File: src/pkg/cap_seq_defines.svh
/*
 Offsets, field reset values and timing figures for the conversion sequencer.
 Assumes inclusion by bare name from files that need these constants.
*/
`ifndef CAP_SEQ_DEFINES_SVH
`define CAP_SEQ_DEFINES_SVH

// ----------------------------------------
// Register offsets
// ----------------------------------------
`define CTRL_OFS        12'h000
`define CALCTL_OFS      12'h002
`define BTNA_OFS        12'h009
`define BTNB_OFS        12'h00A
`define RAW_OFS         12'h00B
`define CFG_BASE        12'h080
`define RES_BASE        12'h0E0

// ----------------------------------------
// Reset values and codes
// ----------------------------------------
`define CTRL_RST        16'h00B0
`define CALCTL_RST      16'h0000
`define PWR_FULL        2'h0
`define PWR_LOW         2'h2
`define OSR_128         2'h1
`define NUM_STAGES      12
`define LAST_MAX        4'hB

// ----------------------------------------
// Timing
// ----------------------------------------
`define CLK_MHZ         25
`define STAGE128_US     1536
`define STAGE256_US     3072
`define SLEEP_STEP_US   200000
`define TOUCH_PER_US    36000
`define FP_HOLD_MUL     16
`define LP_HOLD_MUL     4

`endif

File: src/pkg/cap_seq_pkg.sv
/*
 Types shared by the conversion sequencer and its bench.
 Assumes cap_seq_defines.svh holds the numeric constants.
*/
package cap_seq_pkg;

    // ----------------------------------------
    // Register layouts
    // ----------------------------------------
    typedef struct packed {
        logic [5:0] rsvd;
        logic [1:0] osr_sel;
        logic [3:0] last_stage_index;
        logic [1:0] sleep_interval_sel;
        logic [1:0] power_state_sel;
    } ctrl_t;

    typedef struct packed {
        logic [3:0] rsvd;
        logic [3:0] lowpwr_caldis_count;
        logic [3:0] fullpwr_caldis_count;
        logic [3:0] skip;
    } calctl_t;

    // Stage request toward the converter front end
    typedef struct packed {
        logic [3:0]  stage;
        logic [15:0] cfg;
    } stage_req_t;

    typedef enum logic [2:0] {
        S_IDLE  = 3'b001,
        S_CONV  = 3'b010,
        S_SLEEP = 3'b100
    } seq_state_t;

endpackage

File: src/verilog/cap_conversion_sequencer.sv
/*
 Stage sequencer, register file and calibration hold-off for a capacitance
 to digital converter. Assumes the front end converts whatever stage it is
 told and that its result and hit levels are valid at each stage end.
*/
// Contract
// - At most twelve stages run in one sequence, each may use another input.
// - Sequences start at the first stage and step up to last_stage_index.
// - Stage time is 1.536 ms at ratio 128, 3.072 ms at 256.
// - Every stage has its own configuration register.
// - A differential pair reports one button at most, none when both pressed.
// - sleep_interval_sel selects 200, 400, 600 or 800 ms between sequences.
// - Low power wakes itself; period is sequence time plus sleep interval.
// - Raw 16-bit converter output is readable at offset 0x00B.
// - Per-stage results are readable in the third bank.
// - Proximity disables ambient calibration at once.
// - After proximity, calibration returns after hold-off if untouched.
// - Full-power hold-off is fullpwr_caldis_count times 16 sequences.
// - Low-power hold-off is lowpwr_caldis_count times 4 sequences.
// - power_state_sel: 00 full, 10 low, 01 or 11 shutdown; resets to 00.
// - Oversample code 00 gives ratio 256, code 01 ratio 128.
// - Touched in low power, a sequence starts every 36 ms.
`timescale 1ns/10ps
`include "cap_seq_defines.svh"

module cap_conversion_sequencer #(
    parameter int STAGE128_CYC = `STAGE128_US * `CLK_MHZ,
    parameter int STAGE256_CYC = `STAGE256_US * `CLK_MHZ,
    parameter int SLEEP_STEP_CYC = `SLEEP_STEP_US * `CLK_MHZ,
    parameter int TOUCH_PER_CYC = `TOUCH_PER_US * `CLK_MHZ
) (
    // Clock and reset
    input  wire logic                     CLK,
    input  wire logic                     RST,
    // Register port
    input  wire logic [11:0]              REG_ADDR,
    input  wire logic                     REG_WR,
    input  wire logic [15:0]              REG_WDATA,
    input  wire logic                     REG_RD,
    output logic      [15:0]              REG_RDATA,
    // Converter front end
    input  wire logic [15:0]              CONV_RESULT,
    input  wire logic                     HIT_POS,
    input  wire logic                     HIT_NEG,
    output cap_seq_pkg::stage_req_t       STAGE_REQ,
    output logic                          STAGE_START,
    output logic                          SEQ_DONE,
    // Sensor status and calibration
    input  wire logic                     PROX,
    input  wire logic                     TOUCH,
    output logic                          CAL_EN
);
    import cap_seq_pkg::*;

    // ----------------------------------------
    // Register group
    // ----------------------------------------
    ctrl_t        ctrl_r, ctrl_nxt;
    calctl_t      calctl_r, calctl_nxt;
    logic [15:0]  cfg_r [`NUM_STAGES], cfg_nxt [`NUM_STAGES];
    logic [15:0]  rdata_r, rdata_nxt;
    logic [15:0]  res_r [`NUM_STAGES], res_nxt [`NUM_STAGES];
    logic [15:0]  raw_r, raw_nxt;
    logic [11:0]  btna_r, btna_nxt;
    logic [11:0]  btnb_r, btnb_nxt;
    always_comb begin
        ctrl_nxt   = ctrl_r;
        calctl_nxt = calctl_r;
        cfg_nxt    = cfg_r;
        rdata_nxt  = rdata_r;
        if (REG_WR) begin
            if (REG_ADDR == `CTRL_OFS) ctrl_nxt = ctrl_t'(REG_WDATA);
            if (REG_ADDR == `CALCTL_OFS) calctl_nxt = calctl_t'(REG_WDATA);
            for (int i = 0; i < `NUM_STAGES; i++) begin
                if (REG_ADDR == `CFG_BASE + 12'(i)) cfg_nxt[i] = REG_WDATA;
            end
        end
        if (REG_RD) begin
            rdata_nxt = 16'h0000;
            if (REG_ADDR == `CTRL_OFS) rdata_nxt = 16'(ctrl_r);
            if (REG_ADDR == `CALCTL_OFS) rdata_nxt = 16'(calctl_r);
            if (REG_ADDR == `BTNA_OFS) rdata_nxt = {4'h0, btna_r};
            if (REG_ADDR == `BTNB_OFS) rdata_nxt = {4'h0, btnb_r};
            if (REG_ADDR == `RAW_OFS) rdata_nxt = raw_r;
            for (int i = 0; i < `NUM_STAGES; i++) begin
                if (REG_ADDR == `CFG_BASE + 12'(i)) rdata_nxt = cfg_r[i];
                if (REG_ADDR == `RES_BASE + 12'(i)) rdata_nxt = res_r[i];
            end
        end
    end
    always_ff @(posedge CLK) begin
        if (RST) begin
            ctrl_r   <= ctrl_t'(`CTRL_RST);
            calctl_r <= calctl_t'(`CALCTL_RST);
            rdata_r  <= 16'h0000;
            cfg_r    <= '{default: 16'h0000};
        end else begin
            ctrl_r   <= ctrl_nxt;
            calctl_r <= calctl_nxt;
            rdata_r  <= rdata_nxt;
            cfg_r    <= cfg_nxt;
        end
    end
    assign REG_RDATA = rdata_r;

    // ----------------------------------------
    // Sequencer group
    // ----------------------------------------
    seq_state_t   st_r, st_nxt;
    logic [3:0]   stage_r, stage_nxt;
    logic [31:0]  tmr_r, tmr_nxt;
    logic [31:0]  pcnt_r, pcnt_nxt;
    logic         start_r, start_nxt;
    logic         seqend_r, seqend_nxt;
    stage_req_t   req_r, req_nxt;
    logic [3:0]   last_eff;
    logic [31:0]  stage_cyc;
    logic [31:0]  sleep_cyc;
    logic         shutdown;
    logic         stage_end;
    // Out-of-range counts clamp so a bad write cannot run past stage eleven
    assign last_eff  = (ctrl_r.last_stage_index > `LAST_MAX) ? `LAST_MAX
                                                             : ctrl_r.last_stage_index;
    assign stage_cyc = (ctrl_r.osr_sel == `OSR_128) ? 32'(STAGE128_CYC)
                                                    : 32'(STAGE256_CYC);
    assign sleep_cyc = (32'(ctrl_r.sleep_interval_sel) + 32'h1) * 32'(SLEEP_STEP_CYC);
    assign shutdown  = ctrl_r.power_state_sel[0];
    // At or past the end, so a shorter ratio written mid-stage cannot hang it
    assign stage_end = (st_r == S_CONV) && (tmr_r >= stage_cyc - 32'h1);
    always_comb begin
        st_nxt     = st_r;
        stage_nxt  = stage_r;
        tmr_nxt    = tmr_r + 32'h1;
        pcnt_nxt   = pcnt_r + 32'h1;
        start_nxt  = 1'b0;
        seqend_nxt = 1'b0;
        raw_nxt    = raw_r;
        res_nxt    = res_r;
        btna_nxt   = btna_r;
        btnb_nxt   = btnb_r;
        unique case (st_r)
            S_IDLE: begin
                tmr_nxt = 32'h0;
                if (!shutdown) begin
                    st_nxt    = S_CONV;
                    stage_nxt = 4'h0;
                    pcnt_nxt  = 32'h0;
                    start_nxt = 1'b1;
                end
            end
            S_CONV: begin
                if (shutdown) begin
                    st_nxt = S_IDLE;
                end else if (stage_end) begin
                    raw_nxt          = CONV_RESULT;
                    res_nxt[stage_r] = CONV_RESULT;
                    // Pair reading: one side only, both pressed cancels
                    btna_nxt[stage_r] = HIT_POS & ~(cfg_r[stage_r][0] & HIT_NEG);
                    btnb_nxt[stage_r] = cfg_r[stage_r][0] & HIT_NEG & ~HIT_POS;
                    tmr_nxt           = 32'h0;
                    if (stage_r >= last_eff) begin
                        seqend_nxt = 1'b1;
                        if (ctrl_r.power_state_sel == `PWR_LOW) begin
                            st_nxt = S_SLEEP;
                        end else begin
                            stage_nxt = 4'h0;
                            pcnt_nxt  = 32'h0;
                            start_nxt = 1'b1;
                        end
                    end else begin
                        stage_nxt = stage_r + 4'h1;
                        start_nxt = 1'b1;
                    end
                end
            end
            S_SLEEP: begin
                if (shutdown) begin
                    st_nxt = S_IDLE;
                end else if (tmr_r >= sleep_cyc - 32'h1
                             || (TOUCH && pcnt_r >= 32'(TOUCH_PER_CYC) - 32'h1)
                             || ctrl_r.power_state_sel == `PWR_FULL) begin
                    st_nxt    = S_CONV;
                    stage_nxt = 4'h0;
                    tmr_nxt   = 32'h0;
                    pcnt_nxt  = 32'h0;
                    start_nxt = 1'b1;
                end
            end
        endcase
        req_nxt = '{stage: stage_nxt, cfg: cfg_r[stage_nxt]};
    end
    always_ff @(posedge CLK) begin
        if (RST) begin
            st_r     <= S_IDLE;
            stage_r  <= 4'h0;
            tmr_r    <= 32'h0;
            pcnt_r   <= 32'h0;
            start_r  <= 1'b0;
            seqend_r <= 1'b0;
            req_r    <= '0;
            raw_r    <= 16'h0000;
            btna_r   <= 12'h000;
            btnb_r   <= 12'h000;
            res_r    <= '{default: 16'h0000};
        end else begin
            st_r     <= st_nxt;
            stage_r  <= stage_nxt;
            tmr_r    <= tmr_nxt;
            pcnt_r   <= pcnt_nxt;
            start_r  <= start_nxt;
            seqend_r <= seqend_nxt;
            req_r    <= req_nxt;
            raw_r    <= raw_nxt;
            res_r    <= res_nxt;
            btna_r   <= btna_nxt;
            btnb_r   <= btnb_nxt;
        end
    end
    assign STAGE_REQ   = req_r;
    assign STAGE_START = start_r;
    assign SEQ_DONE    = seqend_r;

    // ----------------------------------------
    // Calibration hold-off group
    // ----------------------------------------
    logic [7:0]   hold_r, hold_nxt;
    logic         calen_r, calen_nxt;

    always_comb begin
        hold_nxt  = hold_r;
        calen_nxt = calen_r;
        if (PROX) begin
            calen_nxt = 1'b0;
            // Reloaded while proximity lasts, so counting starts when it ends
            hold_nxt = (ctrl_r.power_state_sel == `PWR_LOW)
                       ? 8'(calctl_r.lowpwr_caldis_count * `LP_HOLD_MUL)
                       : 8'(calctl_r.fullpwr_caldis_count * `FP_HOLD_MUL);
        end else if (!calen_r) begin
            if (hold_r != 8'h00) begin
                if (seqend_r) hold_nxt = hold_r - 8'h01;
            end else if (!TOUCH) begin
                calen_nxt = 1'b1;
            end
        end
    end
    always_ff @(posedge CLK) begin
        if (RST) begin
            hold_r  <= 8'h00;
            calen_r <= 1'b1;
        end else begin
            hold_r  <= hold_nxt;
            calen_r <= calen_nxt;
        end
    end
    assign CAL_EN = calen_r;
endmodule

File: config.mk
export PLATFORM = sky130hd
export DESIGN_NAME = cap_conversion_sequencer
export DESIGN_NICKNAME = d
export VERILOG_FILES = /design/src/pkg/cap_seq_pkg.sv /design/src/verilog/cap_conversion_sequencer.sv
export VERILOG_INCLUDE_DIRS = /design/src /design/src/pkg
export SDC_FILE = /design/constraint.sdc
export NUM_CORES = 1
export LEC_CHECK = 0
export BUFFER_PORTS_ARGS = -buffer_cell sky130_fd_sc_hd__buf_2
export CORE_MARGIN = 5
export CORE_UTILIZATION = 50
export CTS_CLUSTER_SIZE = 30
export DETAILED_ROUTE_END_ITERATION = 16
export GPL_ROUTABILITY_DRIVEN = 0
export MAX_ROUTING_LAYER = met4
export PLACE_DENSITY = 0.66
export SLEW_MARGIN = 20
export SYNTH_ARGS = -nofsm -noshare
export SYNTH_HDL_FRONTEND = slang
export SYNTH_SLANG_ARGS = --single-unit
File: constraint.sdc
create_clock -name CLK -period 5.25 [get_ports CLK]
set_input_delay 0.2625 -clock CLK [delete_from_list [all_inputs] [get_ports CLK]]
set_output_delay 0.2625 -clock CLK [all_outputs]
set_load 0.01 [all_outputs]
==> Word-level counts from Yosys, hierarchy flattened <==
Index checks and enable logic that the tools add are counted.
{ "word_totals": {"register_bits": 570, "input_bits": 52, "out_inout_bits": 39, "wordCells": 233} }
{ "op_classes": {"addsub": 7, "n_mul": 1, "n_lt_le_gt_ge": 10, "eq_ne": 39, "muxes": 91, "bitwise": 10, "n_reduce_logical": 29} }
{ "ops": {"columns": ["op", "count"], "rows": [
  ["16-bit two-way mux", 32],
  ["32-bit two-way mux", 11],
  ["12-bit by 8-bit equality test with 1-bit output (second input constant)", 24],
  ["192-bit bitwise mux", 1],
  ["32-bit case mux with 3 select lines", 2],
  ["16-bit binary-select mux with 4-bit select", 2],
  ["32-bit by 1-bit adder with 32-bit output (second input constant)", 2],
  ["16-bit demux with 4-bit select", 1],
  ["32-bit >= comparator", 2],
  ["8-bit two-way mux", 5],
  ["12-bit by 4-bit equality test with 1-bit output (second input constant)", 3],
  ["32-bit by 20-bit >= comparator with 1-bit output (second input constant)", 1],
  ["4-bit two-way mux", 8],
  ["2-bit AND reduction", 14],
  ["26-bit by 1-bit subtractor with 27-bit output (second input constant)", 1],
  ["12-bit bitwise mux", 2],
  ["3-bit two-way mux", 7],
  ["3-bit by 17-bit multiplier with 20-bit output (second input constant)", 1],
  ["17-bit by 1-bit subtractor with 18-bit output (second input constant)", 1],
  ["17-bit two-way mux", 1],
  ["1-bit two-way mux", 15],
  ["12-bit by 2-bit equality test with 1-bit output (second input constant)", 1],
  ["12-bit logical NOT", 1],
  ["4-bit case mux with 3 select lines", 1],
  ["31 further kinds", 48]
]} }

==> Longest topological paths before layout <==
{ "depth": {"word_depth": 30, "mapped_depth": 19, "depth_no_buf": 15} }

==> Least setup slack after synthesis <==
No wires, ideal clock.
{ "synth_timing": {"path_kind": "register to register", "startpoint": "reg ctrl_r[2] in the netlist's numbering", "endpoint": "reg req_r (netlist bit STAGE_REQ[12])", "setup_ns": 0.117, "arrival_time_ns": 4.110, "t_required_ns": 5.133, "setup_slack_ns": 1.022, "path_stages_with_launch": 18, "n_path_buf": 4, "synth_period_minus_slack_ns": 4.228, "path_cell_list": "dfxtp_1 > inv_1 > ha_1 > clkbuf_1 > nand3_1 > ha_1 > nand4_1 > or2_0 > or4_1 > o22ai_1 > o21ai_2 > clkbuf_1 > a21oi_1 > buf_2 > buf_2 > mux2i_1 > o21ai_0 > a32o_1"} }
{ "synth_between": {"elab_chain_cells": 13} }
{ "synth_lines": {"columns": ["element", "line_no", "text"], "rows": [
  ["start, declared", "cap_conversion_sequencer.sv:58", "ctrl_t ctrl_r, ctrl_nxt;"],
  ["start signal, assigned", "cap_conversion_sequencer.sv:93", "ctrl_r <= ctrl_t'(`CTRL_RST);"],
  ["start signal, assigned", "cap_conversion_sequencer.sv:98", "ctrl_r <= ctrl_nxt;"],
  ["2-bit by 1-bit adder with 3-bit output", "cap_conversion_sequencer.sv:126", "assign sleep_cyc = (32'(ctrl_r.sleep_interval_sel) + 32'h1) * 32'(SLEEP_STEP_CYC);"],
  ["3-bit by 17-bit multiplier with 20-bit output", "cap_conversion_sequencer.sv:126", null],
  ["26-bit by 1-bit subtractor with 27-bit output", "cap_conversion_sequencer.sv:179", "end else if (tmr_r >= sleep_cyc - 32'h1"],
  ["32-bit >= comparator", "cap_conversion_sequencer.sv:179", null],
  ["1-bit logical OR", "cap_conversion_sequencer.sv:180", "|| (TOUCH && pcnt_r >= 32'(TOUCH_PER_CYC) - 32'h1)"],
  ["1-bit logical OR (no source line)", null, null],
  ["4-bit two-way mux", "cap_conversion_sequencer.sv:179", null],
  ["4-bit two-way mux", "cap_conversion_sequencer.sv:177", "if (shutdown) begin"],
  ["4-bit case mux with 3 select lines", "cap_conversion_sequencer.sv:141", "unique case (st_r)"],
  ["4-bit NOT with 5-bit output (not written as such)", "cap_conversion_sequencer.sv:190", "req_nxt = '{stage: stage_nxt, cfg: cfg_r[stage_nxt]};"],
  ["16-bit binary-select mux with 4-bit select", "cap_conversion_sequencer.sv:190", null],
  ["16-bit two-way mux (not written as such) (2 in series)", "cap_conversion_sequencer.sv:190", null],
  ["end signal, assigned", "cap_conversion_sequencer.sv:212", "req_r <= req_nxt;"],
  ["end, declared", "cap_conversion_sequencer.sv:115", "stage_req_t req_r, req_nxt;"]
]} }
Every way passes these cells. The select of a mux whose other input is x is not followed.
A chain may end at the register's enable or synchronous reset.

==> Worst setup path in the final report <==
{ "layout_timing": {"startpoint": "reg ctrl_r[2] in the netlist's numbering", "endpoint": "reg req_r (netlist bit STAGE_REQ[7])"} }
Same word-level chain as after synthesis.

==> results.md <==
* Status: finished clean
* Global-route wire length before repair at approximately 170 mm
* Seq/Total Area, Yosys at approximately 41%
* Max-cap violation count at 0
* Gr usage total at a little under two fifths
* RSZ-0062 raised after global routing: false
* Number of vias per cell at around 6.6
* First DRT Iteration DRCs at 5838
* Mux cell area share after synthesis at 8.31%
* Detailed placement HPWL at 82.0 mm
* Num rows at 86
* LEAKAGE at 0.0121 uW
* Post-route minimum period at 5070 ps
* Drt wl/cell at 27.1 um
* Post-layout util at 55.6%
* Final Non-Filler Cells at between 4000 and 5000
* Fraction of synthesized cell area in xor and xnor cells at under 10%
* Worst reg2reg setup slack at 180 ps
* Final wirelength at 114 mm
* Num CTS Buffers at 60
* CP required at 5770 ps
* CTS tree: done
* Setup tns final at 0 ps
* Hold Crit Depth at 4
* Max-slew violation count at 0
* Post-CTS setup repair buffer count at 0
* Remaining Overflow, GRT at 0
* Max VDD drop at 254 uV
* Post-synth top area share at 40.9%
* Crit path arrival time at 5590 ps
* Crit path capture type: flop
* Root Buffer: clkbuf_16
* Critical path launch point type: flop
* Combinational family with the most area after synthesis: compound AO/OA/AOI/OAI gates
* Worst r2r src: ctrl_r[2]
* Ys async rst share at 0%
* Worst Reg-to-Reg Cells at 13
* Worst setup path start: ctrl_r[2]
* Setup slack after layout at 179 ps
* F_max at 0.197 GHz
* Post-layout net count at 3518
* Reg2reg end: STAGE_REQ[7]
* Max transition margin at 25.1%
* Cell Area, Synth at 27900 sq um
* Synth Flop Type: dfxtp_1
* Post-Synthesis Cells at between 3000 and 4000
* IO buf count at 90
* # H-tree levels at 2
* Compound-Gate Fraction of Synth Area at about a fifth
* Synth Area in Simple Gates at 20.7%
* Clk buf depth at 3
* Synth Area per Inst at ~8 sq um
* Fillcell total at around 5000
* Synth warnings at 0
* Design Area, Final at 30700 sq um
* Antenna Nets Post-Route at 0
* Largest net degree at the start of global routing at 140
* Vias in the first global route at 25401
* Area share of fa/ha/maj cells after synthesis at 2.24%
* Initial antenna violation count at 5
* Register area at 11400 sq um
* Area grow syn2layout at 9.99%
* Distinct cells, synth at 97
* # clock sinks at 570
* Initial cell density of the core at 50.6%
* Worst Max-Slew Pin Slew at 1120 ps
* Multi-input gate area at about 15000 sq um
* Max Clock Skew at ~23 ps
* Placed cell area at 28600 sq um
* Chip width at 246 um
* Commonest cells in the synthesized netlist: 751 x nand2_1, 570 x dfxtp_1, 385 x a21oi_1, 339 x nor2_1, 216 x mux2i_1
* Final Hold Vio Count at 0
* Placed Instances at 4100
* P per Cell Area at 300 nW/um^2
* Worst-path fanout max at 17
* CTS clk-pin slew, worst paths at 60 ps
* Layout cells sized above 1 at 8.52%
* Period utilization at between 90 and 100%
* Top area cells in the synthesized netlist: dfxtp_1 41%, nand2_1 10%, mux2i_1 7.7%, a21oi_1 6.9%, nor2_1 4.6%
* Hold Crit Class: input pin to flop
* Setup violators final at 0
* Vias at 27902
* I/O pin cnt at 91
* Cell accounting for the most synthesized area: dfxtp_1
* EDFF count, synth at 0
* DRC at 0
* Synthesized flop and latch total at 570
* Core area at 55200 sq um
* Crit path kind: flop to flop
* Die Ht at 246 um
* End of the critical path: STAGE_REQ[7]
* Most common cell in the synthesized netlist: nand2_1
* Drt first pass iters at 10
* Worst skew pair latency at about 650 ps
* Die area at between 60000 and 70000 sq um
* Dpl ws at 331 ps
[metal layers]
| layer | routed length [um] | global-route usage (%) |
|---|---|---|
| met5 | 0 | - |
| met4 | 7710 | 18.7 |
| met3 | 17200 | 13.1 |
| met2 | 46100 | 51.0 |
| met1 | 43200 | 48.2 |
[cell type report]
class	instances	share of cell area, %
diodes	6	0.0489
clock inverters	32	1.30
inverters	41	0.501
multi-input cells	2597	49.5
clock buffers	77	5.49
flip-flops and latches	570	37.2
repair buffers	146	2.98
well taps	748	3.05
[metrics by stage]
stage               hold slack (ps)  total power [uW]
detailed placement              444              4750
CTS                            6.12              9200
floorplan                       352              4610
finish                         12.6              9220
global route                   24.9              9400
global placement                436              4750
[layout by cell type (no fill, tap or decap), types with 22 or more instances in the layout]
master	synthesis	routed
nor2_1	339	338
nor4_1	45	45
xnor2_1	26	26
a211oi_1	48	48
nand3_1	65	65
ha_1	50	50
xor2_1	47	47
a21oi_1	385	384
o22ai_1	37	37
o21ai_0	77	77
a22oi_1	53	53
clkbuf_16	0	61
and3_1	39	39
inv_1	38	38
a221oi_1	40	40
nor3_1	23	22
mux2i_1	216	216
buf_4	8	52
buf_2	36	89
o221ai_1	22	22
nand2_1	751	751
dfxtp_1	570	570
[flip-flops by register name, summed over array words and instances, names as in the netlist]
signal and count:
REG_RDATA 16, ctrl_r 16, CAL_EN 1, raw_r 16, res_r 192, btna_r 12
tmr_r 32, STAGE_REQ 20, btnb_r 12, calctl_r 16, pcnt_r 32, st_r 3
SEQ_DONE 1, hold_r 8, cfg_r 192, STAGE_START 1
[worst min path at each step]
| stage | start | endpoint | slack, ps |
|---|---|---|---|
| 2_1_floorplan | PROX | hold_r[1] | 350 |
| 5_1_grt | TOUCH | CAL_EN | 20 |
| 3_5_place_dp | btna_r[0] | btna_r[0] | 440 |
| 3_3_place_gp | pcnt_r[0] | pcnt_r[0] | 440 |
| 4_1_cts | TOUCH | CAL_EN | 6 |
| 6_report | TOUCH | CAL_EN | 10 |
[report_power, final]
| part | total, uW | switching (uW) | internal, uW |
|---|---|---|---|
| Sequential | 4340 | 6.25 | 4330 |
| Clock | 4550 | 1880 | 2660 |
| Combinational | 334 | 271 | 63.9 |
| Total | 9220 | 2160 | 7060 |
[worst max-delay path: stages (launching register included)]
cell	delay [ps]
dfxtp_1	590
inv_1	280
ha_1	510
nand3_1	120
ha_1	310
nand4_1	90
or2_0	220
or4_1	530
o22ai_1	390
nor4_1	110
or4_1	860
o21bai_4	430
o21a_1	180
o32ai_1	310
[timing repair]
action / in CTS / in global routing
setup endpoints to repair: 0 / 2
hold endpoints to repair: 3 / 0
resized for setup: 0 / 2
hold buffers: 1 / 0
[cells by family after synthesis]
logic type	count (synthesis)
xor+xnor	73
other cells	1
buf+inv	320
simple gates	1358
fa+ha+maj	50
flops	570
mux	227
compound gates	883
Note: power is estimated with default switching activity, not from simulation.
